--- src/hdl/pfs_pkg.sv ---
package pfs_pkg;
  localparam int PFS_GROUPS = 7;
  localparam int PFS_GW = 8;
  localparam int PFS_PINS = 56;
  localparam int PFS_ADDR_LSB = 2;
  localparam int PFS_IDX_W = 30;
  localparam logic [29:0] IDX_G8 = 30'h00800748;
  localparam logic [29:0] IDX_G9 = 30'h00800749;
  localparam logic [29:0] IDX_G10 = 30'h0080074a;
  localparam logic [29:0] IDX_G11 = 30'h0080074b;
  localparam logic [29:0] IDX_G12 = 30'h0080074c;
  localparam logic [29:0] IDX_G13 = 30'h0080074d;
  localparam logic [29:0] IDX_G15 = 30'h0080074f;
  localparam logic [2:0] GRP_G8 = 3'h0;
  localparam logic [2:0] GRP_G9 = 3'h1;
  localparam logic [2:0] GRP_G10 = 3'h2;
  localparam logic [2:0] GRP_G11 = 3'h3;
  localparam logic [2:0] GRP_G12 = 3'h4;
  localparam logic [2:0] GRP_G13 = 3'h5;
  localparam logic [2:0] GRP_G15 = 3'h6;
  localparam logic [7:0] SEL_RESET = 8'h00;
  // Implemented pins, group 15 in the top byte, group 8 in the bottom
  localparam logic [55:0] IMPL_MASK = 56'h09_ff_f0_ff_ff_f8_fc;
  localparam int SLOT_TX0 = 2;
  localparam int SLOT_RX0 = 3;
  localparam int SLOT_CK0 = 4;
  localparam int SLOT_TX1 = 5;
  localparam int SLOT_RX1 = 6;
  localparam int SLOT_CK1 = 7;
  localparam int SLOT_TIMER_OUTPUT_16 = 11;
  localparam int TO_G9_FIRST = 16;
  localparam int TO_G9_N = 5;
  localparam int SLOT_TO8 = 16;
  localparam int TO_G10_FIRST = 8;
  localparam int SLOT_TO0 = 24;
  localparam int TO_G11_FIRST = 0;
  localparam int TO_BYTE_N = 8;
  localparam int SLOT_TIMER_CLOCK_INPUT_0 = 36;
  localparam int TCLK_N = 4;
  localparam int SLOT_TIMER_INPUT_16 = 40;
  localparam int TIN_G13_FIRST = 16;
  localparam int TIN_G13_N = 8;
  localparam int SLOT_TIMER_INPUT_0 = 48;
  localparam int SLOT_TIMER_INPUT_3 = 51;
  localparam int TIN_A = 0;
  localparam int TIN_B = 3;
  localparam int TIMER_OUT_N = 21;
  localparam int TIMER_IN_N = 24;
  localparam logic [1:0] RESP_OKAY = 2'b00;
  localparam logic [1:0] RESP_SLVERR = 2'b10;
  localparam logic [23:0] RD_PAD = 24'h000000;
endpackage : pfs_pkg

--- src/hdl/pfs_sync2.sv ---
`timescale 1ns/1ns
module pfs_sync2
  import pfs_pkg::*;
#(
  parameter int W = PFS_PINS
) (
  input wire logic ref_clk,
  input wire logic rst,
  input wire logic [W-1:0] d,
  output logic [W-1:0] q_ff
);
  logic [W-1:0] stage1_ff;

  // Two flops before any logic looks at the pads
  always_ff @(posedge ref_clk or posedge rst) begin
    if (rst) begin
      stage1_ff <= '0;
      q_ff <= '0;
    end else begin
      stage1_ff <= d;
      q_ff <= stage1_ff;
    end
  end
endmodule : pfs_sync2

--- src/hdl/pfs_pin_cell.sv ---
`timescale 1ns/1ns
module pfs_pin_cell
  import pfs_pkg::*;
(
  input wire logic ref_clk,
  input wire logic rst,
  input wire logic sel,
  input wire logic port_out,
  input wire logic port_dir,
  input wire logic per_out,
  input wire logic per_oe,
  input wire logic pad_sync,
  output logic pad_out_ff,
  output logic pad_oe_ff,
  output logic per_in_ff,
  output logic port_in_ff
);
  // Peripheral or port owns the pad, switched at the next edge
  always_ff @(posedge ref_clk or posedge rst) begin
    if (rst) begin
      pad_out_ff <= 1'b0;
      pad_oe_ff <= 1'b0;
      per_in_ff <= 1'b0;
      port_in_ff <= 1'b0;
    end else begin
      pad_out_ff <= sel ? per_out : port_out;
      pad_oe_ff <= sel ? per_oe : port_dir;
      per_in_ff <= sel ? pad_sync : 1'b0;
      port_in_ff <= pad_sync;
    end
  end
endmodule : pfs_pin_cell

--- src/hdl/pfs_top.sv ---
// Notes on behaviour
// - Group 8 bits 2-4 select serial 0
// - Group 8 bits 5-7 select serial 1
// - Group 9 bits 11-15 select timer outputs 16-20
// - Group 10 bits 0-7 select timer outputs 8-15
// - Group 11 bits 8-15 select timer outputs 0-7
// - Group 12 bits 4-7 select timer clocks 0-3
// - Group 13 bits 8-15 select timer inputs 16-23
// - Group 15 bits 8, 11 select timer inputs 0, 3
// - Group 8 bits 0-1 read zero, ignore writes
// - Group 9 bits 8-10 read zero, ignore writes
// - Group 12 bits 0-3 read zero, ignore writes
// - Group 15 bits 9,10,12-15 read zero, ignore writes
// - Unselected existing pin direction follows port direction bit
`timescale 1ns/1ns
module pfs_top
  import pfs_pkg::*;
(
  input wire logic ref_clk,
  input wire logic rst,
  input wire logic [31:0] s_axi_awaddr,
  input wire logic [2:0] s_axi_awprot,
  input wire logic s_axi_awvalid,
  output logic s_axi_awready,
  input wire logic [31:0] s_axi_wdata,
  input wire logic [3:0] s_axi_wstrb,
  input wire logic s_axi_wvalid,
  output logic s_axi_wready,
  output logic [1:0] s_axi_bresp,
  output logic s_axi_bvalid,
  input wire logic s_axi_bready,
  input wire logic [31:0] s_axi_araddr,
  input wire logic [2:0] s_axi_arprot,
  input wire logic s_axi_arvalid,
  output logic s_axi_arready,
  output logic [31:0] s_axi_rdata,
  output logic [1:0] s_axi_rresp,
  output logic s_axi_rvalid,
  input wire logic s_axi_rready,
  input wire logic [55:0] pad_in,
  output logic [55:0] pad_out,
  output logic [55:0] pad_oe,
  input wire logic [55:0] port_data_out,
  input wire logic [55:0] port_dir,
  output logic [55:0] port_data_in,
  input wire logic serial0_transmit,
  output logic serial0_receive,
  output logic serial0_clock_in,
  input wire logic serial0_clock_out,
  input wire logic serial0_clock_oe,
  input wire logic serial1_transmit,
  output logic serial1_receive,
  output logic serial1_clock_in,
  input wire logic serial1_clock_out,
  input wire logic serial1_clock_oe,
  input wire logic [20:0] timer_output,
  output logic [3:0] timer_clock_input,
  output logic [23:0] timer_input
);
  logic [7:0] sel_ff [PFS_GROUPS];
  logic [55:0] sel_vec;
  logic [55:0] pad_sync;
  logic [55:0] per_out_vec;
  logic [55:0] per_oe_vec;
  logic [55:0] per_in_vec;
  logic awready_ff;
  logic wready_ff;
  logic bvalid_ff;
  logic [1:0] bresp_ff;
  logic arready_ff;
  logic rvalid_ff;
  logic [1:0] rresp_ff;
  logic [31:0] rdata_ff;
  logic aw_hold_ff;
  logic w_hold_ff;
  logic [29:0] aw_idx_ff;
  logic [7:0] wdata_ff;
  logic wstrb_ff;
  logic aw_fire;
  logic w_fire;
  logic b_fire;
  logic ar_fire;
  logic r_fire;
  logic do_write;
  logic [3:0] wr_dec;
  logic [3:0] rd_dec;

  // Index to {hit, group}
  function automatic logic [3:0] pfs_decode(input logic [29:0] idx);
    logic [3:0] res;
    res = 4'h0;
    if (idx == IDX_G8) begin
      res = {1'b1, GRP_G8};
    end else if (idx == IDX_G9) begin
      res = {1'b1, GRP_G9};
    end else if (idx == IDX_G10) begin
      res = {1'b1, GRP_G10};
    end else if (idx == IDX_G11) begin
      res = {1'b1, GRP_G11};
    end else if (idx == IDX_G12) begin
      res = {1'b1, GRP_G12};
    end else if (idx == IDX_G13) begin
      res = {1'b1, GRP_G13};
    end else if (idx == IDX_G15) begin
      res = {1'b1, GRP_G15};
    end
    return res;
  endfunction : pfs_decode

  assign aw_fire = s_axi_awvalid && awready_ff;
  assign w_fire = s_axi_wvalid && wready_ff;
  assign b_fire = bvalid_ff && s_axi_bready;
  assign ar_fire = s_axi_arvalid && arready_ff;
  assign r_fire = rvalid_ff && s_axi_rready;
  assign do_write = aw_hold_ff && w_hold_ff && !bvalid_ff;
  assign wr_dec = pfs_decode(aw_idx_ff);
  assign rd_dec = pfs_decode(s_axi_araddr[31:PFS_ADDR_LSB]);

  assign s_axi_awready = awready_ff;
  assign s_axi_wready = wready_ff;
  assign s_axi_bvalid = bvalid_ff;
  assign s_axi_bresp = bresp_ff;
  assign s_axi_arready = arready_ff;
  assign s_axi_rvalid = rvalid_ff;
  assign s_axi_rresp = rresp_ff;
  assign s_axi_rdata = rdata_ff;

  // Write address capture
  always_ff @(posedge ref_clk or posedge rst) begin
    if (rst) begin
      awready_ff <= 1'b0;
      aw_hold_ff <= 1'b0;
      aw_idx_ff <= '0;
    end else begin
      awready_ff <= !aw_fire && !aw_hold_ff && !bvalid_ff;
      if (aw_fire) begin
        aw_hold_ff <= 1'b1;
        aw_idx_ff <= s_axi_awaddr[31:PFS_ADDR_LSB];
      end else if (b_fire) begin
        aw_hold_ff <= 1'b0;
      end
    end
  end

  // Write data capture
  always_ff @(posedge ref_clk or posedge rst) begin
    if (rst) begin
      wready_ff <= 1'b0;
      w_hold_ff <= 1'b0;
      wdata_ff <= SEL_RESET;
      wstrb_ff <= 1'b0;
    end else begin
      wready_ff <= !w_fire && !w_hold_ff && !bvalid_ff;
      if (w_fire) begin
        w_hold_ff <= 1'b1;
        wdata_ff <= s_axi_wdata[7:0];
        wstrb_ff <= s_axi_wstrb[0];
      end else if (b_fire) begin
        w_hold_ff <= 1'b0;
      end
    end
  end

  // Write response
  always_ff @(posedge ref_clk or posedge rst) begin
    if (rst) begin
      bvalid_ff <= 1'b0;
      bresp_ff <= RESP_OKAY;
    end else if (do_write) begin
      bvalid_ff <= 1'b1;
      bresp_ff <= wr_dec[3] ? RESP_OKAY : RESP_SLVERR;
    end else if (b_fire) begin
      bvalid_ff <= 1'b0;
    end
  end

  // Selector registers; absent pins never store a one
  always_ff @(posedge ref_clk or posedge rst) begin
    if (rst) begin
      for (int g = 0; g < PFS_GROUPS; g++) begin
        sel_ff[g] <= SEL_RESET;
      end
    end else if (do_write && wr_dec[3] && wstrb_ff) begin
      for (int g = 0; g < PFS_GROUPS; g++) begin
        if (wr_dec[2:0] == g[2:0]) begin
          sel_ff[g] <= wdata_ff & IMPL_MASK[g*PFS_GW +: PFS_GW];
        end
      end
    end
  end

  // Read channel
  always_ff @(posedge ref_clk or posedge rst) begin
    if (rst) begin
      arready_ff <= 1'b0;
      rvalid_ff <= 1'b0;
      rresp_ff <= RESP_OKAY;
      rdata_ff <= '0;
    end else begin
      arready_ff <= !ar_fire && !rvalid_ff;
      if (ar_fire) begin
        rvalid_ff <= 1'b1;
        if (rd_dec[3]) begin
          rresp_ff <= RESP_OKAY;
          rdata_ff <= {RD_PAD, sel_ff[rd_dec[2:0]]};
        end else begin
          rresp_ff <= RESP_SLVERR;
          rdata_ff <= '0;
        end
      end else if (r_fire) begin
        rvalid_ff <= 1'b0;
      end
    end
  end

  always_comb begin
    for (int g = 0; g < PFS_GROUPS; g++) begin
      sel_vec[g*PFS_GW +: PFS_GW] = sel_ff[g];
    end
  end

  // Peripheral drive toward the pads
  always_comb begin
    per_out_vec = '0;
    per_oe_vec = '0;
    per_out_vec[SLOT_TX0] = serial0_transmit;
    per_oe_vec[SLOT_TX0] = 1'b1;
    per_out_vec[SLOT_CK0] = serial0_clock_out;
    per_oe_vec[SLOT_CK0] = serial0_clock_oe;
    per_out_vec[SLOT_TX1] = serial1_transmit;
    per_oe_vec[SLOT_TX1] = 1'b1;
    per_out_vec[SLOT_CK1] = serial1_clock_out;
    per_oe_vec[SLOT_CK1] = serial1_clock_oe;
    for (int i = 0; i < TO_G9_N; i++) begin
      per_out_vec[SLOT_TIMER_OUTPUT_16+i] = timer_output[TO_G9_FIRST+i];
      per_oe_vec[SLOT_TIMER_OUTPUT_16+i] = 1'b1;
    end
    for (int i = 0; i < TO_BYTE_N; i++) begin
      per_out_vec[SLOT_TO8+i] = timer_output[TO_G10_FIRST+i];
      per_oe_vec[SLOT_TO8+i] = 1'b1;
      per_out_vec[SLOT_TO0+i] = timer_output[TO_G11_FIRST+i];
      per_oe_vec[SLOT_TO0+i] = 1'b1;
    end
  end

  // Pads to peripheral inputs
  assign serial0_receive = per_in_vec[SLOT_RX0];
  assign serial0_clock_in = per_in_vec[SLOT_CK0];
  assign serial1_receive = per_in_vec[SLOT_RX1];
  assign serial1_clock_in = per_in_vec[SLOT_CK1];
  assign timer_clock_input = per_in_vec[SLOT_TIMER_CLOCK_INPUT_0 +: TCLK_N];

  always_comb begin
    timer_input = '0;
    timer_input[TIN_G13_FIRST +: TIN_G13_N] =
      per_in_vec[SLOT_TIMER_INPUT_16 +: TIN_G13_N];
    timer_input[TIN_A] = per_in_vec[SLOT_TIMER_INPUT_0];
    timer_input[TIN_B] = per_in_vec[SLOT_TIMER_INPUT_3];
  end

  pfs_sync2 #(
    .W(PFS_PINS)
  ) u_sync (
    .ref_clk(ref_clk),
    .rst(rst),
    .d(pad_in),
    .q_ff(pad_sync)
  );

  // One cell per existing pin; absent pins stay undriven inputs
  for (genvar s = 0; s < PFS_PINS; s++) begin : g_pin
    if (IMPL_MASK[s]) begin : g_cell
      pfs_pin_cell u_cell (
        .ref_clk(ref_clk),
        .rst(rst),
        .sel(sel_vec[s]),
        .port_out(port_data_out[s]),
        .port_dir(port_dir[s]),
        .per_out(per_out_vec[s]),
        .per_oe(per_oe_vec[s]),
        .pad_sync(pad_sync[s]),
        .pad_out_ff(pad_out[s]),
        .pad_oe_ff(pad_oe[s]),
        .per_in_ff(per_in_vec[s]),
        .port_in_ff(port_data_in[s])
      );
    end else begin : g_none
      assign pad_out[s] = 1'b0;
      assign pad_oe[s] = 1'b0;
      assign per_in_vec[s] = 1'b0;
      assign port_data_in[s] = 1'b0;
    end
  end
endmodule : pfs_top

--- config.mk ---
export PLATFORM = sky130hd
export DESIGN_NAME = pfs_top
export DESIGN_NICKNAME = d
export VERILOG_FILES = /design/src/hdl/pfs_pkg.sv /design/src/hdl/pfs_sync2.sv /design/src/hdl/pfs_pin_cell.sv /design/src/hdl/pfs_top.sv
export SDC_FILE = /design/constraint.sdc
export NUM_CORES = 1
export LEC_CHECK = 0
export ABC_AREA = 0
export BUFFER_PORTS_ARGS = -buffer_cell sky130_fd_sc_hd__clkbuf_2
export CAP_MARGIN = 20
export CORE_AREA = 2 2 211 213
export DETAILED_ROUTE_END_ITERATION = 16
export DIE_AREA = 0 0 213 215
export REMOVE_ABC_BUFFERS = 1
export SYNTH_ARGS = -nofsm -noshare
export SYNTH_HDL_FRONTEND = slang
export SYNTH_SLANG_ARGS = --single-unit
--- constraint.sdc ---
create_clock -name ref_clk -period 8.7 [get_ports ref_clk]
set_input_delay 0.435 -clock ref_clk [delete_from_list [all_inputs] [get_ports ref_clk]]
set_output_delay 0.435 -clock ref_clk [all_outputs]
set_load 0.1 [all_outputs]
# Yosys cells after proc, flatten, opt, wreduce, memory -nomap -nowiden
# Index checks and enable logic that the tools add are counted.
[totals]
reg_bits = 368
in_bits = 308
[op_classes]
magnitude_cmp = 1
n_eq_ne = 20
muxes = 126
bitwise = 1
n_reduce_logical = 33
[ops]
columns = ["cell", "count"]
rows = [
  ["30-bit by 24-bit == test with 1-bit output, second input constant", 14],
  ["1-bit 2-to-1 mux", 106],
  ["4-bit 2-to-1 mux", 14],
  ["8-bit binary-select mux with 3-bit select", 1],
  ["8-bit 2-to-1 mux", 3],
  ["1-bit logical AND", 14],
  ["2-bit AND reduction", 7],
  ["3-bit == test, second input constant", 3],
  ["2-bit nonzero test", 4],
  ["1-bit zero test", 7],
  ["3-bit by 2-bit == test with 1-bit output, second input constant", 2],
  ["4-bit >= comparator, second input constant", 1],
  ["2-bit 2-to-1 mux", 2],
  ["3-bit inverter with 4-bit output", 1],
  ["3-bit by 1-bit == test with 1-bit output, second input constant", 1],
  ["3-bit zero test", 1],
]

# Logic depth before layout (Yosys ltp)
# Gate-level depths: netlist of the first run.
[logic_depth]
depth_word = 13
ltp_mapped = 6
mapped_depth_nobuf = 4

# Cells and area by module
# A second synthesis of the first run with hierarchy kept.
[hier_totals]
hier_cells = 867
hier_area_um2 = 13299.0
[modules_own_cells]
columns = ["mod", "instances", "cells_per_inst", "area_each_um2", "seq_area_each_um2"]
rows = [
  ["pfs_pin_cell", 41, 8, 133.9, 100.1],
  ["pfs_top", 1, 426, 5003.5, 2427.3],
  ["pfs_sync2", 1, 113, 2806.4, 2802.7],
]

# Worst setup path after synthesis of the first run
# Ideal clock, no wire load.
[synth_timing]
kind = "reg2reg"
startpoint = "reg bvalid_ff, in the netlist s_axi_bvalid"
endpoint = "reg sel_ff[10] (netlist name)"
setup_ns = 0.125
t_arrival_ns = 2.206
t_required_ns = 8.575
setup_slack_ns = 6.370
path_stages_with_launch = 5
path_cell_list = "dfrtp_1 > and3b_1 > nand4_2 > nor3_4 > mux2_2"
[synth_via]
elab_chain_len = 5
[synth_lines]
columns = ["element", "line_no", "source"]
rows = [
  ["start, declared", "pfs_top.sv:68", "logic bvalid_ff;"],
  ["start signal, assigned", "pfs_top.sv:167", "bvalid_ff <= 1'b0;"],
  ["start signal, assigned", "pfs_top.sv:170", "bvalid_ff <= 1'b1;"],
  ["start signal, assigned", "pfs_top.sv:173", "bvalid_ff <= 1'b0;"],
  ["1-bit zero test", "pfs_top.sv:115", "assign do_write = aw_hold_ff && w_hold_ff && !bvalid_ff;"],
  ["1-bit logical AND", "pfs_top.sv:115", ""],
  ["1-bit logical AND (2 in a row)", "pfs_top.sv:183", "end else if (do_write && wr_dec[3] && wstrb_ff) begin"],
  ["2-bit AND reduction (no line)", "n/a", ""],
  ["end signal, assigned by index", "pfs_top.sv:186", "sel_ff[g] <= wdata_ff & IMPL_MASK[g*PFS_GW +: PFS_GW];"],
  ["end, declared", "pfs_top.sv:60", "logic [7:0] sel_ff [PFS_GROUPS];"],
]
# Every way passes these cells.
# A chain may end at the register's enable or synchronous reset.

# Worst setup path after layout of the first run
[layout_timing]
startpoint = "reg aw_idx_ff[18]"
endpoint = "reg sel_ff[13] (netlist name)"
[layout_via]
elab_chain_len = 11
elab_cells_between_ends = 18
[layout_lines]
columns = ["element", "line_no", "source"]
rows = [
  ["start, declared", "pfs_top.sv:76", "logic [29:0] aw_idx_ff;"],
  ["start signal, assigned", "pfs_top.sv:138", "aw_idx_ff <= s_axi_awaddr[31:PFS_ADDR_LSB];"],
  ["30-bit by 24-bit == test with 1-bit output", "pfs_top.sv:104", "end else if (idx == IDX_G15) begin"],
  ["4-bit 2-to-1 mux", "pfs_top.sv:104", ""],
  ["4-bit 2-to-1 mux", "pfs_top.sv:102", "end else if (idx == IDX_G13) begin"],
  ["4-bit 2-to-1 mux", "pfs_top.sv:100", "end else if (idx == IDX_G12) begin"],
  ["4-bit 2-to-1 mux", "pfs_top.sv:98", "end else if (idx == IDX_G11) begin"],
  ["4-bit 2-to-1 mux", "pfs_top.sv:96", "end else if (idx == IDX_G10) begin"],
  ["4-bit 2-to-1 mux", "pfs_top.sv:94", "end else if (idx == IDX_G9) begin"],
  ["4-bit 2-to-1 mux (*)", "pfs_top.sv:92", "if (idx == IDX_G8) begin"],
  ["branches (longest 2 deep; another with 3-bit == test)", "n/a", ""],
  ["2-bit AND reduction (no line) (*)", "n/a", ""],
]
# Every way passes the cells marked *.

==> results.toml, run 1 <==
[run_status]
status = "complete, no violations"

[critical_path]
worstPathMaxFanout = 8
worstSetupStartpointType = "flip-flop"
crit_chain = "nor4_2 -> nand4_2 -> nor3_4 -> mux2_2"
max_stage_delay_ps = 770
worstPathRequired_ps = 9110
setup.worst_path.class = "reg -> reg"
arrival_ps = 2970
worst_path_max_delay_cell = "nor3_4"
critPathCaptureType = "flip-flop"

[clocking]
clock_path_buffers = 3
numCtsBuffers = 38
clkLatencyLatePin_ps = 540
cts_tree = "built"
post_cts_buffers = 0
cts_htree_levels = 2
cts_sinks = 320
clockRootBuffer = "clkbuf_16"
cts_hold_buf = 41
ctsResizeCount = 0
clkTransAtPathRegs_ps = 60

[sta]
drv_slew = 0
finalHoldViolCount = 0
finalCritPeriodShare_pct = 29.4
timing.final.ws_setup_ps = 6150
finalSetupViolations = 0
fmax_ghz = 0.391
rsz0062_at_grt = "no"
min_period_ps = 2550
skew_ps = 18.3
max_slew_margin_pct = 36.0
tightest_slew_ps = 960

[die]
die_area_um2 = 45800
num_io_pins = 549
start_util_pct = 28.1
std_cell_rows = 77
dieWidth_um = 213
core_area_um2 = 43600
die_y_um = 215

[synth]
post-synth-top-count-cell = "dfrtp_1"
synth_area_leader_cell = "dfrtp_1"
syn_area_per_cell_um2 = 14.6
synth.ff_latch_count = 320
yosysUniqueCellTypes = 44
yosys_warnings = 0
synthTopCellsByCount = "dfrtp_1, buf_4, mux2_2, nor2b_1, or2_2"
syn_area_um2 = 12300
ys.flop_type = "dfrtp_1"
synth_top_area_share_pct = 65.3
netlist_instances = 842
synthTopCellsByArea = "dfrtp_1, buf_4, mux2_2"
synth_edf_count = 0
synth-async-reset-ratio_pct = 100
seq_area_frac_synth_pct = 65.3

[grt]
antenna_found_initial = 5
grt_pass1_wl_um = 44100
grt_pass1_vias = 7313
grt.total_usage_pct = 13.1
grt_max_degree = 102
overflow = 0

[route]
drc_errors = 0
drt_iter0_drc = 385
drtAntennaViolNets = 0
postRouteWirelength_um = 29900
vias = 6951
first_pass_iters = 4
vias_per_cell = 3.89
wl_per_cell_um = 16.8

[placed_design]
placed_area_um2 = 13600
dpl.hpwl_um = 21900
pre_cts_ws_ps = 6070
gp_congestion = 0.713
placed_cells = 1674
numPortBuffers = 381

[layout]
fin_nets = 1471
fin_cells = 1786
fin_util_pct = 35.4
drive_above_1_share_pct = 50.5
syn_to_final_growth_pct = 25.9
postLayoutCellArea_um2 = 15400
nFillCells = 4301

[power]
total_power_uw = 4330
p_leak_uw = 0.00773
ir_drop_mv = 0.186
powerDensity_nw_per_um2 = 280

[run]
maxCapViolations = 0

[hold_path]
hold_path_class = "in -> async"
worst paths after layout:
path / start / slack [ps] / depth (start not counted) / to
min in group ref_clk: port_dir[22] / 80 / 2 / g_pin[22].g_cell.u_cell.pad_oe_ff
hold reg to reg: u_sync.stage1_ff[17] / 350 / 0 / u_sync.q_ff[17]
setup / recovery: aw_idx_ff[18] / 6150 / 4 / sel_ff[13]
max in group asynchronous: rst / 7240 / 3 / sel_ff[37]
setup reg to reg: aw_idx_ff[18] / 6150 / 4 / sel_ff[13]
hold / removal: rst / 1 / 2 / g_pin[40].g_cell.u_cell.pad_out_ff
critical path, delay by kind of cell (launching register included):
family / cells / cell delay (ps)
muxes: 1 / 410
and+or+nand+nor: 3 / 1630
DFF: 1 / 390
area by class of cell:
class | instances | area (µm²) | area share (%)
multi-input cells | 369 | 2850 | 18.5
inverters | 6 | 30.0 | 0.195
clock inverters | 22 | 375 | 2.43
clock buffers | 47 | 1070 | 6.91
diodes | 2 | 5.00 | 0.0324
well taps | 592 | 741 | 4.80
repair buffers | 428 | 2360 | 15.3
flip-flops and latches | 320 | 8010 | 51.9
where the power goes:
part	switching (µW)	total [µW]	leakage [µW]	internal, µW
clock	642	1790	0.000703	1150
sequential	103	1750	0.00389	1640
combinational	594	791	0.00314	197
total	1340	4330	0.00773	2990
registers in the layout (all words and copies together), names as in the netlist, 8 cells and up:
signal and cells:
wdata_ff 8, g_pin.g_cell.u_cell.per_in_ff 18, s_axi_rdata 8, g_pin.g_cell.u_cell.pad_out_ff 41, aw_idx_ff 30, g_pin.g_cell.u_cell.pad_oe_ff 41
g_pin.g_cell.u_cell.port_in_ff 41, u_sync.q_ff 41, sel_ff 41, u_sync.stage1_ff 41
per-stage QoR:
step / hold WS [ps] / TNS, ps
floorplan: 331 / -189210
global placement: 332 / 0
detailed placement: 335 / 0
CTS: 24.9 / 0
global route: 50.4 / 0
finish: 1.01 / 0
cells in the final DEF (no fill, tap or decap), types with 9 or more instances in the layout:
cell type | netlist | final
conb_1 | 1 | 85
a22o_1 | 10 | 10
dlygate4sd3_1 | 0 | 41
mux2_2 | 107 | 107
bufinv_16 | 0 | 9
nor2b_1 | 36 | 36
nand2_1 | 13 | 13
dfrtp_1 | 320 | 320
and2_1 | 21 | 21
or2_2 | 23 | 23
clkbuf_2 | 0 | 381
clkbuf_16 | 0 | 39
metal layers:
metal	global-route usage [%]	wire length, µm	vias up
met3	5.23	2930	55
li1	-	-	3150
met2	21.7	14600	298
met4	4.10	738	4
met5	0	21	-
met1	15.4	11600	3444
cells by family (layout without fill, tap and decap cells):
group                  count (synthesis)  count (layout)  synth area share [%]
other                                  1              87                0.0306
DFF                                  320             320                  65.3
buffers and inverters                237             503                  14.0
muxes                                115             115                  10.7
and+or+nand+nor                      137             137                  7.77
AOI/OAI and AO/OA                     32              32                  2.15
Note: power is estimated with default switching activity, not from simulation.
==> inputs of run 2 (changes only) <==
clock period = 2.5 ns   (was 8.7 ns; I/O delays follow)
==> results.toml, run 2 (synthesized netlist as in run 1, its figures left out) <==
[die]
num_io_pins = 549
core_area_um2 = 43600
die_y_um = 215
start_util_pct = 28.1
die_area_um2 = 45800
std_cell_rows = 77
dieWidth_um = 213

[route]
vias_per_cell = 3.89
vias = 7617
wl_per_cell_um = 16.5
drt_iter0_drc = 280
drc_errors = 0
drtAntennaViolNets = 0
first_pass_iters = 4
postRouteWirelength_um = 32400

[layout]
nFillCells = 4112
syn_to_final_growth_pct = 38.9
fin_nets = 1644
drive_above_1_share_pct = 45.3
fin_cells = 1959
final_cell_mix = "clkbuf_2, dfrtp_1, dlygate4sd3_1"
postLayoutCellArea_um2 = 17000
final_common_cell = "clkbuf_2"

[run_status]
status = "complete, no violations"

[grt]
grt_pass1_vias = 8347
overflow = 0
grt.total_usage_pct = 14.2
grt_max_degree = 83
antenna_found_initial = 6
grt_pass1_wl_um = 48300

[power]
powerDensity_nw_per_um2 = 867
ir_drop_mv = 0.549
total_power_uw = 14800
p_leak_uw = 0.00842

[critical_path]
critPathCaptureType = "flip-flop"
arrival_ps = 2700
rr_startpoint = "aw_idx_ff[18]"
ff2ff_setup_slack_ps = 210
setup.worst_path.class = "reg -> reg"
worstSetupStartpointType = "flip-flop"
cp-startpoint = "aw_idx_ff[18]"
worstPathMaxFanout = 4
crit_end = "sel_ff[21]"
rr_endpoint = "sel_ff[21]"
reg2reg_depth = 5
worstPathRequired_ps = 2910

[sta]
finalSetupViolations = 0
finalHoldViolCount = 0
min_period_ps = 2290
tightest_slew_ps = 669
finalSetupTns_ps = 0
fmax_ghz = 0.438
finalCritPeriodShare_pct = 91.4
max_slew_margin_pct = 55.4
drv_slew = 0
skew_ps = 20.0
rsz0062_at_grt = "no"

[clocking]
clock_path_buffers = 3
cts_tree = "built"
clkLatencyLatePin_ps = 540
cts_htree_levels = 2
post_cts_buffers = 0
numCtsBuffers = 38
cts_sinks = 320
clkTransAtPathRegs_ps = 60
clockRootBuffer = "clkbuf_16"

[placed_design]
placed_area_um2 = 13800
dpl.hpwl_um = 22500
placed_cells = 1693
gp_congestion = 0.722
numPortBuffers = 381

[run]
maxCapViolations = 0

[hold_path]
hold_path_class = "in -> reg"
## run 2: changes by cell type in the layout (fill, tap and decap cells not counted), sizes merged
cell and delta:
dlygate4sd3 +154, buf +19, bufinv -4, clkbuf -3, clkinv +3, clkinvlp +2, diode +2
## run 2: worst max-delay path: stages (launching register included)
cell     delay [ps]
dfrtp_1         380
nor4_2          530
nand4_2         380
nor4_4          320
buf_4           210
mux2_2          340
## run 2: stage by stage
stage / utilization (%) / hold slack [ps] / setup slack, ps
finish: 39.0 / 60.9 / 214
global route: 39.0 / 38.5 / 163
CTS: 39.0 / 12.6 / 175
detailed placement: 31.6 / 235 / 195
global placement: 31.6 / 233 / 196
floorplan: - / 156 / -6480
## run 2: where the power goes
group / internal (µW) / leakage, µW / total [µW] / switching, µW
clock network: 3460 / 0.000629 / 5680 / 2220
registers: 5720 / 0.00389 / 6080 / 364
logic: 875 / 0.00390 / 3000 / 2120
total: 10100 / 0.00842 / 14800 / 4700
## run 2: timing repair
action                    CTS  global route
hold buffers              195             0
gates resized for setup     0             0
hold endpoints to repair  243             0
## run 2: per-layer routing
metal,share of wire (%),GRT usage [%]
met5,0,0
met3,7.9,4.34
met1,39,16.6
met2,51,24.8
met4,2.9,4.62
## run 2: layout make-up
type	count	area, µm²	share of cell area, %
clock buffer	44	1010	5.96
inverter	6	30.0	0.176
timing repair buffer	601	4100	24.1
tap	592	741	4.35
clock inverter	23	283	1.66
antenna	4	10.0	0.0588
sequential	320	8010	47.0
multi-input combinational	369	2850	16.7
## run 2: worst min path at each step
| stage | endpoint | depth (start not counted) | start |
|---|---|---|---|
| after floorplan | u_sync.stage1_ff[11] | 0 | pad_in[11] |
| after global placement | u_sync.stage1_ff[28] | 1 | pad_in[28] |
| after detailed placement | u_sync.stage1_ff[13] | 1 | pad_in[13] |
| after CTS | s_axi_rdata[1] | 3 | s_axi_araddr[4] |
| after global routing | s_axi_rdata[1] | 3 | s_axi_araddr[4] |
| final | s_axi_rdata[1] | 3 | s_axi_araddr[4] |
==> inputs of run 3 (changes only) <==
clock period = 2.75 ns   (was 2.5 ns; I/O delays follow)
==> results.toml, run 3 (synthesized netlist as in run 1, its figures left out) <==
[sta]
skew_ps = 19.0
finalHoldViolCount = 0
finalCritPeriodShare_pct = 82.1
hold_slack_ps = 205
fmax_ghz = 0.443
rsz0062_at_grt = "no"
min_period_ps = 2260
finalSetupViolations = 0
max_slew_margin_pct = 45.2
drv_slew = 0
tightest_slew_ps = 821

[placed_design]
placed_cells = 1684
numPortBuffers = 381
dpl.hpwl_um = 22200
gp_congestion = 0.728

[critical_path]
setup.worst_path.class = "reg -> reg"
worst_path_max_delay_cell = "nor4_2"
critical-path-top-delay-family = "simple AND/OR/NAND/NOR gates"
arrival_ps = 2660
worstPathMaxFanout = 4
critPathCaptureType = "flip-flop"
rr_startpoint = "aw_idx_ff[18]"
max_stage_delay_ps = 490
critPathBufInv = 1
crit_chain = "nor4_2 -> nand4_2 -> nor4_4 -> buf_4 -> mux2_2"
ff2ff_setup_slack_ps = 490
worstPathRequired_ps = 3160
worstSetupStartpointType = "flip-flop"
rr_endpoint = "sel_ff[20]"
reg2reg_depth = 5

[clocking]
clock_path_buffers = 3
clockRootBuffer = "clkbuf_16"
numCtsBuffers = 38
clkLatencyLatePin_ps = 540
cts_tree = "built"
cts_sinks = 320
cts_htree_levels = 2
clkTransAtPathRegs_ps = 60

[route]
drc_errors = 0
drt_iter0_drc = 363
wl_per_cell_um = 16.3
postRouteWirelength_um = 31800
drtAntennaViolNets = 0
vias_per_cell = 3.92
vias = 7617
first_pass_iters = 4

[grt]
grt_pass1_wl_um = 47200
antenna_found_initial = 5
grt_max_degree = 85
grt_pass1_vias = 8123
grt.total_usage_pct = 13.9
overflow = 0

[die]
std_cell_rows = 77
dieWidth_um = 213
core_area_um2 = 43600
start_util_pct = 28.1
num_io_pins = 549
die_y_um = 215
die_area_um2 = 45800

[power]
ir_drop_mv = 0.454
total_power_uw = 13400
powerDensity_nw_per_um2 = 791
p_leak_uw = 0.00838

[layout]
drive_above_1_share_pct = 44.7
fin_cells = 1945
syn_to_final_growth_pct = 38.2
final_common_cell = "clkbuf_2"
fin_nets = 1635
final_cell_mix = "clkbuf_2, dfrtp_1, dlygate4sd3_1"

[hold_path]
hold_path_class = "in -> async"

[run]
maxCapViolations = 0

[run_status]
status = "complete, no violations"
[run 3: cell type report]
class,instances,area (µm²)
timing repair buffer,592,4020
tap,592,741
sequential,320,8010
clock inverter,14,186
antenna,1,2.50
fill,4123,26700
inverter,6,30.0
multi-input combinational,369,2850
clock buffer,51,1110
[run 3: power breakdown]
group | switching [µW] | total (µW) | leakage, µW | internal, µW
combinational | 1920 | 2700 | 0.00385 | 776
clock | 1960 | 5180 | 0.000637 | 3220
sequential | 326 | 5530 | 0.00389 | 5200
[run 3: worst max-delay path by stage]
stage	from	endpoint	slack [ps]	cells after the start
after floorplan	rst	aw_hold_ff	-6240	1
after global placement	aw_idx_ff[18]	sel_ff[23]	440	5
after detailed placement	aw_idx_ff[18]	sel_ff[20]	420	5
after CTS	aw_idx_ff[18]	sel_ff[20]	390	5
after global routing	aw_idx_ff[18]	sel_ff[20]	300	5
final	aw_idx_ff[18]	sel_ff[20]	490	5
[run 3: per-stage QoR]
stage | area, µm² | worst slack (ps) | utilization [%] | setup TNS [ps]
finish | 16900 | 493 | 38.8 | 0
global placement | 13700 | 445 | 31.4 | 0
detailed placement | 13700 | 422 | 31.4 | 0
global route | 16900 | 296 | 38.8 | 0
floorplan | 10900 | -6240 | - | -1998010
CTS | 16900 | 391 | 38.8 | 0
[run 3: routing by layer]
layer / track usage [%] / up-vias / part of all wire (%) / routed length, µm
met1: 15.8 / 3791 / 39 / 12300
met2: 24.2 / 298 / 50 / 16000
li1: - / 3466 / - / -
met4: 5.24 / 6 / 2.5 / 786
met5: 0 / - / 0.13 / 41
met3: 4.46 / 56 / 8.1 / 2580
[run 3: worst register-to-register path, stage by stage (launching register included)]
cell,delay [ps]
dfrtp_1,380
nor4_2,490
nand4_2,370
nor4_4,320
buf_4,220
mux2_2,350
[run 3: what timing repair did]
action                                  in CTS  in global routing
endpoints found under the hold margin      235                  0
hold buffers                               195                  0
endpoints found under the setup margin       0                  0
gates resized for setup                      0                  0
buffers inserted                             0                  0
